## config.mk

```make
export PLATFORM = sky130hd
export DESIGN_NAME = bfl_core
export DESIGN_NICKNAME = d
export VERILOG_FILES = /design/src/bfl_pkg.sv /design/src/bfl_core.sv
export SDC_FILE = /design/constraint.sdc
export NUM_CORES = 1
export LEC_CHECK = 0
export BUFFER_PORTS_ARGS = -buffer_cell sky130_fd_sc_hd__buf_2
export CORE_UTILIZATION = 29
export CTS_CLUSTER_DIAMETER = 40
export DETAILED_ROUTE_END_ITERATION = 10
export PLACE_DENSITY = 0.65
export SLEW_MARGIN = 5
export SYNTH_ARGS = -nofsm -noshare
export SYNTH_HDL_FRONTEND = slang
export SYNTH_SLANG_ARGS = --single-unit
```

## constraint.sdc

```tcl
create_clock -name clk -period 2 [get_ports clk]
set_input_delay 0.1 -clock clk [delete_from_list [all_inputs] [get_ports clk]]
set_output_delay 0.1 -clock clk [all_outputs]
set_load 0.005 [all_outputs]
```

## src/bfl_pkg.sv

```systemverilog
// Package: constants, types and register map of the buck mode and fault logic
package bfl_pkg;

	// ************************************************************
	// Register map (byte offsets on the plain register port)
	// ************************************************************
	localparam logic [7:0] ADDR_MODE = 8'h00;
	localparam logic [7:0] ADDR_STICKY = 8'h04;
	localparam logic [7:0] ADDR_LIVE = 8'h08;
	localparam logic [7:0] ADDR_IRQ_EN = 8'h0c;
	localparam logic [7:0] ADDR_IRQ_CLR = 8'h10;
	localparam logic [7:0] ADDR_CONFIG = 8'h14;

	// ************************************************************
	// Field positions
	// ************************************************************
	localparam int UV_BIT = 0;
	localparam int OV_BIT = 1;
	localparam int MODE_LSB = 0;
	localparam int CFG_TON_LSB = 0;
	localparam int CFG_PFM_LSB = 2;
	localparam int CFG_SS_BIT = 4;
	localparam int CFG_ILIM_LSB = 5;
	localparam int CFG_SLOPE_LSB = 8;
	localparam int CFG_PINSEL_BIT = 14;
	localparam int CFG_EFFMODE_LSB = 16;

	// ************************************************************
	// Operating mode encoding
	// ************************************************************
	typedef enum logic [1:0] {
		BFL_MODE_PFM = 2'h0,
		BFL_MODE_RSV1 = 2'h1,
		BFL_MODE_RSV2 = 2'h2,
		BFL_MODE_PWM = 2'h3
	} bfl_mode_e;

	// Load sequencer: waiting for fuses, then running
	typedef enum logic [1:0] {
		BFL_ST_LOAD = 2'h0,
		BFL_ST_RUN = 2'h1
	} bfl_state_e;

	// ************************************************************
	// Timing (ns) and derived cycle counts at 250 MHz
	// ************************************************************
	localparam int CLK_PERIOD_PS = 4000;
	localparam int TON_MIN_00_NS = 45;
	localparam int TON_MIN_01_NS = 65;
	localparam int TON_MIN_10_NS = 25;
	localparam int TON_MIN_11_NS = 45;
	localparam int PFM_TON_00_NS = 120;
	localparam int PFM_TON_01_NS = 210;
	localparam int PFM_TON_10_NS = 300;
	localparam int PFM_TON_11_NS = 550;
	localparam int SLOPE_MAX_MV_US = 1144;

	// Least times round up to whole cycles
	function automatic logic [7:0] ns_to_cyc(input int ns);
		int c;
		c = (ns * 1000 + CLK_PERIOD_PS - 1) / CLK_PERIOD_PS;
		if (c < 1) begin
			c = 1;
		end
		return c[7:0];
	endfunction : ns_to_cyc

	// ************************************************************
	// Carriers
	// ************************************************************
	typedef struct packed {
		logic [1:0] min_on_time_sel;
		logic [1:0] factory_op_mode_default;
		logic [1:0] light_load_on_time_sel;
		logic soft_start_time_sel;
		logic [1:0] current_limit_sel;
		logic [5:0] slope_comp_code;
		logic shared_pin_function_sel;
		logic overvolt_to_pg_a_en;
		logic overvolt_to_pg_b_en;
		logic undervolt_to_pg_a_en;
		logic undervolt_to_pg_b_en;
	} bfl_factory_s;

	typedef struct packed {
		logic [7:0] min_on_cycles;
		logic [7:0] pfm_on_cycles;
		logic soft_start_long;
		logic [1:0] current_limit_level;
		logic [5:0] slope_comp_code;
		bfl_mode_e op_mode;
		logic sync_clock_in;
	} bfl_ctrl_s;

	typedef struct packed {
		logic undervolt;
		logic overvolt;
	} bfl_fault_s;

endpackage : bfl_pkg

```

## src/bfl_core.sv

```systemverilog
// Buck controller mode selection, configuration and fault-status logic
//
// Decided for this implementation: the address-and-strobe port and the placing of the registers.
`timescale 1ns/1ps
// Operation
// - Factory field selects high-side minimum on-time
// - Pin-function 0: pin is sync, register mode
// - Register mode initialised from factory default
// - Mode 00 PFM, 11 PWM, others reserved
// - Pin-function 1: pin low PWM, high PFM
// - Factory field selects PFM pulse on-time
// - Soft-start ramp time from one factory bit
// - Four-level cycle-by-cycle current limit, auto recovery
// - Six-bit monotonic slope compensation code
// - Feedback compare flags overvoltage and undervoltage
// - Overvoltage routed to power-good A and B
// - Undervoltage routed to power-good A and B
// - Sticky flags latch detected faults
// - Writing 1 clears a sticky flag
// - Live status bits follow present faults

module bfl_core (
	input wire logic clk, // 250 MHz clock
	input wire logic reset_n, // Asynchronous reset, active low
	input wire bfl_pkg::bfl_factory_s factory, // Factory fuse values
	input wire logic factory_valid, // Fuse values ready to load
	input wire logic mode_or_sync_pin, // Shared mode / sync pin
	input wire logic fb_over_ref, // Feedback above high threshold
	input wire logic fb_under_ref, // Feedback below low threshold
	input wire logic [7:0] reg_addr, // Register byte address
	input wire logic [31:0] reg_wdata, // Register write data
	input wire logic reg_wr, // Write strobe
	input wire logic reg_rd, // Read strobe
	output logic [31:0] reg_rdata, // Read data, cycle after strobe
	output bfl_pkg::bfl_ctrl_s ctrl, // Settings to the analog loop
	output logic loaded, // Factory fields taken
	output logic power_good_out_a, // Power-good A fault assert
	output logic power_good_out_b, // Power-good B fault assert
	output logic irq // Level interrupt
);

	// ************************************************************
	// Factory load sequencing
	// ************************************************************
	bfl_pkg::bfl_state_e state_q;
	bfl_pkg::bfl_factory_s fuse_q;
	logic [1:0] buck_op_mode_field_q;

	always_ff @(posedge clk or negedge reset_n) begin
		if (!reset_n) begin
			state_q <= bfl_pkg::BFL_ST_LOAD;
		end else begin
			case (state_q)
				bfl_pkg::BFL_ST_LOAD: begin
					if (factory_valid) begin
						state_q <= bfl_pkg::BFL_ST_RUN;
					end
				end
				bfl_pkg::BFL_ST_RUN: begin
					state_q <= bfl_pkg::BFL_ST_RUN;
				end
				default: begin
					state_q <= bfl_pkg::BFL_ST_LOAD;
				end
			endcase
		end
	end

	wire logic load_now = (state_q == bfl_pkg::BFL_ST_LOAD) && factory_valid;

	// Captured once so a glitching fuse bus cannot disturb a running loop
	always_ff @(posedge clk or negedge reset_n) begin
		if (!reset_n) begin
			fuse_q <= '0;
		end else if (load_now) begin
			fuse_q <= factory;
		end
	end

	// ************************************************************
	// Register helpers
	// ************************************************************
	wire logic wr_mode = reg_wr && (reg_addr == bfl_pkg::ADDR_MODE);
	wire logic wr_sticky = reg_wr && (reg_addr == bfl_pkg::ADDR_STICKY);
	wire logic wr_en = reg_wr && (reg_addr == bfl_pkg::ADDR_IRQ_EN);
	wire logic wr_clr = reg_wr && (reg_addr == bfl_pkg::ADDR_IRQ_CLR);

	// Reserved codes are refused on register writes; the factory default loads unchecked
	function automatic logic mode_legal(input logic [1:0] m);
		return (m == bfl_pkg::BFL_MODE_PFM) || (m == bfl_pkg::BFL_MODE_PWM);
	endfunction : mode_legal

	// ************************************************************
	// Operating mode
	// ************************************************************
	always_ff @(posedge clk or negedge reset_n) begin
		if (!reset_n) begin
			buck_op_mode_field_q <= bfl_pkg::BFL_MODE_PFM;
		end else if (load_now) begin
			buck_op_mode_field_q <= factory.factory_op_mode_default;
		end else if (wr_mode && state_q == bfl_pkg::BFL_ST_RUN &&
			mode_legal(reg_wdata[bfl_pkg::MODE_LSB +: 2])) begin
			buck_op_mode_field_q <= reg_wdata[bfl_pkg::MODE_LSB +: 2];
		end
	end

	bfl_pkg::bfl_mode_e eff_mode;
	always_comb begin
		if (fuse_q.shared_pin_function_sel) begin
			// Pin low forces PWM, high gives light-load PFM
			eff_mode = mode_or_sync_pin ? bfl_pkg::BFL_MODE_PFM
				: bfl_pkg::BFL_MODE_PWM;
		end else begin
			eff_mode = bfl_pkg::bfl_mode_e'(buck_op_mode_field_q);
		end
	end

	// ************************************************************
	// Timing decode
	// ************************************************************
	function automatic logic [7:0] min_on(input logic [1:0] s);
		case (s)
			2'h0: return bfl_pkg::ns_to_cyc(bfl_pkg::TON_MIN_00_NS);
			2'h1: return bfl_pkg::ns_to_cyc(bfl_pkg::TON_MIN_01_NS);
			2'h2: return bfl_pkg::ns_to_cyc(bfl_pkg::TON_MIN_10_NS);
			default: return bfl_pkg::ns_to_cyc(bfl_pkg::TON_MIN_11_NS);
		endcase
	endfunction : min_on

	function automatic logic [7:0] pfm_on(input logic [1:0] s);
		case (s)
			2'h0: return bfl_pkg::ns_to_cyc(bfl_pkg::PFM_TON_00_NS);
			2'h1: return bfl_pkg::ns_to_cyc(bfl_pkg::PFM_TON_01_NS);
			2'h2: return bfl_pkg::ns_to_cyc(bfl_pkg::PFM_TON_10_NS);
			default: return bfl_pkg::ns_to_cyc(bfl_pkg::PFM_TON_11_NS);
		endcase
	endfunction : pfm_on

	// Control outputs registered so the loop sees clean levels
	always_ff @(posedge clk or negedge reset_n) begin
		if (!reset_n) begin
			ctrl <= '0;
		end else begin
			ctrl.min_on_cycles <= min_on(fuse_q.min_on_time_sel);
			ctrl.pfm_on_cycles <= pfm_on(fuse_q.light_load_on_time_sel);
			ctrl.soft_start_long <= fuse_q.soft_start_time_sel;
			ctrl.current_limit_level <= fuse_q.current_limit_sel;
			ctrl.slope_comp_code <= fuse_q.slope_comp_code;
			ctrl.op_mode <= eff_mode;
			ctrl.sync_clock_in <= !fuse_q.shared_pin_function_sel
				&& mode_or_sync_pin;
		end
	end

	assign loaded = (state_q == bfl_pkg::BFL_ST_RUN);

	// ************************************************************
	// Fault monitoring
	// ************************************************************
	bfl_pkg::bfl_fault_s live_q;
	logic [1:0] sticky_q;
	logic [1:0] irq_en_q;
	logic pg_a_q;
	logic pg_b_q;

	always_ff @(posedge clk or negedge reset_n) begin
		if (!reset_n) begin
			live_q <= '0;
		end else begin
			live_q.overvolt <= loaded && fb_over_ref;
			live_q.undervolt <= loaded && fb_under_ref;
		end
	end

	wire logic [1:0] live_vec = {live_q.overvolt, live_q.undervolt};

	// Set wins over clear so no fault event is lost
	always_ff @(posedge clk or negedge reset_n) begin
		if (!reset_n) begin
			sticky_q <= '0;
		end else begin
			sticky_q <= (sticky_q & ~((wr_sticky || wr_clr) ?
				reg_wdata[1:0] : 2'h0)) | live_vec;
		end
	end

	always_ff @(posedge clk or negedge reset_n) begin
		if (!reset_n) begin
			irq_en_q <= '0;
		end else if (wr_en) begin
			irq_en_q <= reg_wdata[1:0];
		end
	end

	always_ff @(posedge clk or negedge reset_n) begin
		if (!reset_n) begin
			pg_a_q <= 1'b0;
			pg_b_q <= 1'b0;
		end else begin
			pg_a_q <= (live_q.overvolt && fuse_q.overvolt_to_pg_a_en) ||
				(live_q.undervolt && fuse_q.undervolt_to_pg_a_en);
			pg_b_q <= (live_q.overvolt && fuse_q.overvolt_to_pg_b_en) ||
				(live_q.undervolt && fuse_q.undervolt_to_pg_b_en);
		end
	end

	assign power_good_out_a = pg_a_q;
	assign power_good_out_b = pg_b_q;
	assign irq = |(sticky_q & irq_en_q);

	// ************************************************************
	// Read path
	// ************************************************************
	// 00 mode field [1:0], reserved codes refused
	// 04 sticky flags, [0] under, [1] over, write 1 to clear
	// 08 live status, same layout, read only
	// 0c interrupt enable, same layout
	// 10 interrupt clear, write 1 to clear, reads as 0
	// 14 fuse image and effective mode, read only
	// Idle cycles return 0 so a late sampler sees a clear miss
	logic [31:0] rd_d;
	always_comb begin
		rd_d = 32'h0;
		case (reg_addr)
			bfl_pkg::ADDR_MODE: rd_d[1:0] = buck_op_mode_field_q;
			bfl_pkg::ADDR_STICKY: rd_d[1:0] = sticky_q;
			bfl_pkg::ADDR_LIVE: rd_d[1:0] = live_vec;
			bfl_pkg::ADDR_IRQ_EN: rd_d[1:0] = irq_en_q;
			bfl_pkg::ADDR_CONFIG: begin
				rd_d[bfl_pkg::CFG_TON_LSB +: 2] = fuse_q.min_on_time_sel;
				rd_d[bfl_pkg::CFG_PFM_LSB +: 2] = fuse_q.light_load_on_time_sel;
				rd_d[bfl_pkg::CFG_SS_BIT] = fuse_q.soft_start_time_sel;
				rd_d[bfl_pkg::CFG_ILIM_LSB +: 2] = fuse_q.current_limit_sel;
				rd_d[bfl_pkg::CFG_SLOPE_LSB +: 6] = fuse_q.slope_comp_code;
				rd_d[bfl_pkg::CFG_PINSEL_BIT] = fuse_q.shared_pin_function_sel;
				rd_d[bfl_pkg::CFG_EFFMODE_LSB +: 2] = eff_mode;
			end
			default: rd_d = 32'h0;
		endcase
	end

	always_ff @(posedge clk or negedge reset_n) begin
		if (!reset_n) begin
			reg_rdata <= 32'h0;
		end else begin
			reg_rdata <= reg_rd ? rd_d : 32'h0;
		end
	end

endmodule : bfl_core

```

==> flow_metrics.tcl, run 1 <==
set metrics [dict create \
    outcome "finished with violations" \
    violations "design-rule violations" \
    rows 34 \
    seq_area_um2 1700 \
    rsz0062_at_grt "no" \
    startpoint "state_q[0]" \
    htree_levels 3 \
    hp-class "input port to flop" \
    cts_tree "done" \
    hold_viol_final 0 \
    top_level_ports 132 \
    cp-start-kind "flop" \
    slowest_stage "dfrtp_1" \
    wl_met2_um 2830 \
    cap_viol_max_count 0 \
    drive_above_1_share 0.320 \
    reg2reg_depth 4 \
    final_common_cell "buf_2" \
    fin_nets 421 \
    pre_cts_slack_ns 0.305 \
    via_per_inst 4.15 \
    yosysWarningCount 0 \
    antenna_left 0 \
    multiInputGateArea_um2 821 \
    crit_path_max_fanout 8 \
    wl_um 5590 \
    io_buffers 82 \
    netlist.area_leader.share 0.637 \
    relSlewSlack 0.583 \
    clock_sinks 68 \
    final_area_um2 3620 \
    die_x_um 98.0 \
    routed-wl-met3_um 364 \
    worstPathRequired_ns 2.23 \
    crit_family "simple AND/OR/NAND/NOR gates" \
    cp.arrival_ns 1.96 \
    synth_cell_types 33 \
    highest_layer "met4" \
    n_antenna_cell 0 \
    area_delta_synth_final_pct 35.7 \
    cts_buffers 9 \
    netlist_area_um2 2670 \
    detail_route.wl_per_cell_um 12.2 \
    clk_pin_slew_ns 0.07 \
    setup_violations 0 \
    reg2reg_setup_slack_ns 0.27 \
    period_share 0.864 \
    grt_overflow 0 \
    dpl_cell_area_um2 3150 \
    max-clock-path-buffers 2 \
    r2r_end "buck_op_mode_field_q[0]" \
    mostFrequentLayoutCells "buf_2 (82), dfrtp_1 (68), nand2_1 (49)" \
    grt_pass1_wl_um 9030 \
    fin_tns_setup_ns 0 \
    synth_seq_cells 68 \
    drv_slew 0 \
    powerDensity_nw_per_um2 864 \
    critPathMaxStageDelay_ns 0.49 \
    final.min_clock_period_ns 1.73 \
    grt_pass1_vias 1823 \
    synth.largest_area_cell "dfrtp_1" \
    synthTopCellsByArea "dfrtp_1 (64%), nand2_1 (6.9%), buf_4 (5.9%)" \
    dr.pass1.iters 7 \
    routabilityCongestion 0.782 \
    yosysSeqAreaShare 0.637 \
    dpl.hpwl_um 3930 \
    clock_latency_ns 0.34 \
    worstMarginPinSlew_ns 0.626 \
    fin_skew_ns 0.00661 \
    initial_core_util 0.303 \
    track_usage 0.125 \
    fin_ws_ns 0.273 \
    end_kind "flop" \
    dr_total_vias 1901 \
    syn_area_per_cell_um2 11.5 \
    worst-path-buf-inv 0 \
    crit_chain "or3b_2 -> or4_4 -> a21oi_1 -> o21ai_1" \
    cts_root_buf "clkbuf_8" \
    die-height_um 98.0 \
    vdd_drop_max_mv 0.276 \
    wl_met1_um 2280 \
    cellLeakagePower_nw 1.92 \
    fp.dieArea_um2 9600 \
    drc 6 \
    r2r-start "state_q[0]" \
    crit_cells 4 \
    drt_iter0_markers 66 \
    syn_inst 232 \
    core_area_um2 8810 \
    antenna_found_initial 0 \
    critPathCapture "buck_op_mode_field_q[0]" \
    grt_max_degree 41 \
    critPathKind "flop to flop" \
    fill_cells 856 \
    clock.fmax_ghz 0.579 \
]
worst min path at each step:
| stage | startpoint | endpoint | cells after the start |
|---|---|---|---|
| after floorplan | reset_n | buck_op_mode_field_q[0] | 0 |
| after global placement | reset_n | reg_rdata[9] | 1 |
| after detailed placement | reset_n | reg_rdata[9] | 1 |
| after CTS | reg_rd | reg_rdata[1] | 2 |
| after global routing | reg_rd | reg_rdata[1] | 2 |
| final | reg_rd | reg_rdata[1] | 2 |
metal layers:
metal,up-vias,GRT usage
met4,0,0.0664
met5,-,0
met1,893,0.142
li1,928,-
met3,9,0.0329
met2,71,0.216
sequential cells by signal (all words and copies together) (netlist names):
signal and count:
ctrl 23, fuse_q 18, reg_rdata 16, buck_op_mode_field_q 2, irq_en_q 2, live_q 2
sticky_q 2, power_good_out_a 1, power_good_out_b 1, state_q 1
timing repair:
item,in CTS,in global routing
hold endpoints to repair,52,0
hold buffers,25,0
resized for setup,0,0
setup endpoints to repair,0,0
buffers inserted,0,0
layout make-up:
type | count | area share
Clock buffer | 9 | 0.0342
Clock inverter | 7 | 0.0273
Tap cell | 108 | 0.0373
Inverter | 9 | 0.00932
Sequential cell | 68 | 0.469
Timing Repair Buffer | 112 | 0.196
Multi-Input combinational cell | 145 | 0.226
logic make-up (layout without fill, tap and decap cells):
logic type                 count (synthesis)  in the layout  synth area share
muxes                                      6              6            0.0244
other                                      1             19           0.00140
xor gates and xnor gates                   1              1           0.00328
adders and majority gates                  8              8            0.0375
AOI/OAI and AO/OA                         21             21            0.0482
DFF                                       68             68             0.637
buffers and inverters                     37            137            0.0820
and+or+nand+nor                           90             90             0.166
report_power, final:
part,internal (mW),total (mW),switching [mW]
clock,0.710,1.26,0.551
combinational,0.168,0.323,0.155
sequential,1.49,1.55,0.0572
through the flow:
step                power (mW)  hold slack (ns)  utilization  instances
floorplan                 1.72           -0.196            -        250
finish                    3.13           0.0187        0.412        458
global route              3.29           0.0239        0.412        458
detailed placement        1.87            0.151        0.358        417
global placement          1.85            0.147        0.358        417
CTS                       3.17          0.00963        0.412        458
synthesized netlist by cell type (all sizes together):
library cell / instances
o21ai: 10
nor3: 2
nand4: 1
and3: 3
or2b: 1
and2: 16
or3b: 1
o22ai: 2
clkbuf: 6
dfrtp: 68
nand2: 49
nand2b: 2
a22o: 3
nor2: 5
buf: 22
or4bb: 1
a21oi: 2
mux2: 4
ha: 8
or4b: 1
or4: 1
inv: 9
nor2b: 3
or2: 1
mux2i: 2
xor2: 1
nand3: 2
a22oi: 2
or3: 1
a21o: 2
conb: 1
Note: power is estimated with default switching activity, not from simulation.
==> run 2: changes to the inputs <==
--- a/config.mk
+++ b/config.mk
@@ -10,6 +10,7 @@
 export CTS_CLUSTER_DIAMETER = 40
 export DETAILED_ROUTE_END_ITERATION = 10
 export PLACE_DENSITY = 0.65
+export SETUP_SLACK_MARGIN = 0.3
 export SLEW_MARGIN = 5
 export SYNTH_ARGS = -nofsm -noshare
 export SYNTH_HDL_FRONTEND = slang
==> flow_metrics.tcl, run 2 (synthesis results as in run 1) <==
set metrics [dict create \
    whs_path_depth 2 \
    clock_sinks 68 \
    grt_pass1_vias 1823 \
    cp-start-kind "flop" \
    largest_register_ffs 23 \
    grt_overflow 0 \
    fin_nets 422 \
    powerDensity_nw_per_um2 862 \
    worstMarginPinSlew_ns 0.626 \
    dr_total_vias 1913 \
    wl_um 5590 \
    n_antenna_cell 0 \
    critPathKind "flop to flop" \
    mostFrequentLayoutCells "buf_2 (82), dfrtp_1 (67), nand2_1 (49)" \
    vdd_drop_max_mv 0.276 \
    io_buffers 82 \
    die_x_um 98.0 \
    combPwrFrac 0.103 \
    track_usage 0.125 \
    final.min_clock_period_ns 1.58 \
    crit_path_max_fanout 3 \
    rsz0062_at_grt "no" \
    cts_buffers 9 \
    drc 6 \
    sequentialPowerShare 0.494 \
    top_regs "ctrl: 23 flops, fuse_q: 18 flops, reg_rdata: 16 flops" \
    final.hold.worst_slack_ns 0.0198 \
    regMostFlops "ctrl" \
    detail_route.wl_per_cell_um 12.2 \
    max-clock-path-buffers 2 \
    grt_pass1_wl_um 9030 \
    htree_levels 3 \
    antenna_found_initial 0 \
    grt_max_degree 41 \
    routabilityCongestion 0.782 \
    setup_violations 0 \
    violations "design-rule violations" \
    highest_layer "met4" \
    dr.pass1.iters 7 \
    fin_tns_setup_ns 0 \
    cts_root_buf "clkbuf_8" \
    fin_skew_ns 0.00737 \
    clock.fmax_ghz 0.631 \
    drive_above_1_share 0.325 \
    pwr-share-clk 0.403 \
    wl_met2_um 2850 \
    end_kind "flop" \
    critPathMaxStageDelay_ns 0.43 \
    cp.arrival_ns 1.81 \
    antenna_left 0 \
    relSlewSlack 0.583 \
    dp_cells 417 \
    dpl.hpwl_um 3930 \
    hold_viol_final 0 \
    cts_tree "done" \
    layout.cells.non_filler 459 \
    drt_iter0_markers 49 \
    sw_frac_of_total 0.244 \
    internal-power_mw 2.37 \
    clock_latency_ns 0.34 \
    cellLeakagePower_nw 1.93 \
    core_area_um2 8810 \
    clk_pin_slew_ns 0.07 \
    fp.dieArea_um2 9600 \
    via_per_inst 4.17 \
    worstPathRequired_ns 2.23 \
    hp-class "input port to flop" \
    crit_chain "or3b_2 -> or4_4 -> a21oi_1 -> o21ai_1" \
    slowest_stage "or3b_2" \
    reg2reg_depth 4 \
    rows 34 \
    period_share 0.792 \
    cap_viol_max_count 0 \
    initial_core_util 0.303 \
    final_common_cell "buf_2" \
    routed-wl-met3_um 331 \
    drv_slew 0 \
    top_level_ports 132 \
    die-height_um 98.0 \
    outcome "finished with violations" \
    p_switching_uw 764 \
    wl_met1_um 2300 \
    area_delta_synth_final_pct 36.0 \
]
==> run 2: cell count changes in the layout (fill, tap and decap cells not counted) <==
cell | previous run | this run
buf_4 | 4 | 5
dfrtp_1 | 68 | 67
dfrtp_2 | 0 | 1
==> run 2: final timing paths <==
path	startpoint	slack, ns	endpoint
min in group asynchronous	reset_n	0.30	reg_rdata[9]
max reg2reg	state_q[0]	0.42	buck_op_mode_field_q[0]
min	reg_rd	0.02	reg_rdata[1]
min reg2reg	fuse_q[10]	0.39	ctrl[8]
max in group asynchronous	reset_n	1.04	state_q[0]
max	state_q[0]	0.42	buck_op_mode_field_q[0]
==> run 2: area by class of cell <==
| class | instances | area, um2 |
|---|---|---|
| Fill cell | 857 | 5170 |
| Sequential cell | 68 | 1700 |
| Multi-Input combinational cell | 145 | 821 |
| Timing Repair Buffer | 113 | 718 |
| Tap cell | 108 | 135 |
| Clock buffer | 9 | 124 |
| Clock inverter | 7 | 98.8 |
| Inverter | 9 | 33.8 |
==> run 2: what timing repair did <==
| action | 4_1_cts | 5_1_grt |
|---|---|---|
| setup endpoints to repair | 2 | 2 |
| hold buffers | 25 | 0 |
| buffers inserted | 0 | 1 |
| endpoints found under the hold margin | 52 | 0 |
| gates resized for setup | 1 | 0 |
==> run 2: critical path, delay by kind of cell, from the launching register on <==
| family | cells | cell delay (ns) |
|---|---|---|
| AOI/OAI and AO/OA | 2 | 0.23 |
| DFF | 1 | 0.37 |
| and+or+nand+nor | 2 | 0.86 |
==> run 2: power groups by stage <==
| stage | clock (mW) | sequential [mW] | combinational [mW] |
|---|---|---|---|
| after detailed placement | 0 | 1.58 | 0.291 |
| final | 1.26 | 1.55 | 0.323 |
| after global routing | 1.36 | 1.57 | 0.366 |
| after global placement | 0 | 1.57 | 0.281 |
| after CTS | 1.29 | 1.55 | 0.329 |
| after floorplan | 0 | 1.58 | 0.144 |
==> run 2: metrics by stage <==
| step | worst slack, ns | utilization | power (mW) | instance area, um2 |
|---|---|---|---|---|
| 4_1_cts | 0.338 | 0.412 | 3.17 | 3630 |
| 2_1_floorplan | 0.410 | - | 1.72 | 2740 |
| 3_3_place_gp | 0.327 | 0.358 | 1.85 | 3150 |
| 3_5_place_dp | 0.305 | 0.358 | 1.87 | 3150 |
| 5_1_grt | 0.346 | 0.413 | 3.29 | 3630 |
| 6_report | 0.416 | 0.413 | 3.13 | 3630 |
==> run 2: per-layer routing <==
layer / GRT usage / vias to the layer above
li1: - / 932
met1: 0.142 / 907
met2: 0.216 / 66
met3: 0.0329 / 8
met4: 0.0664 / 0
met5: 0 / -
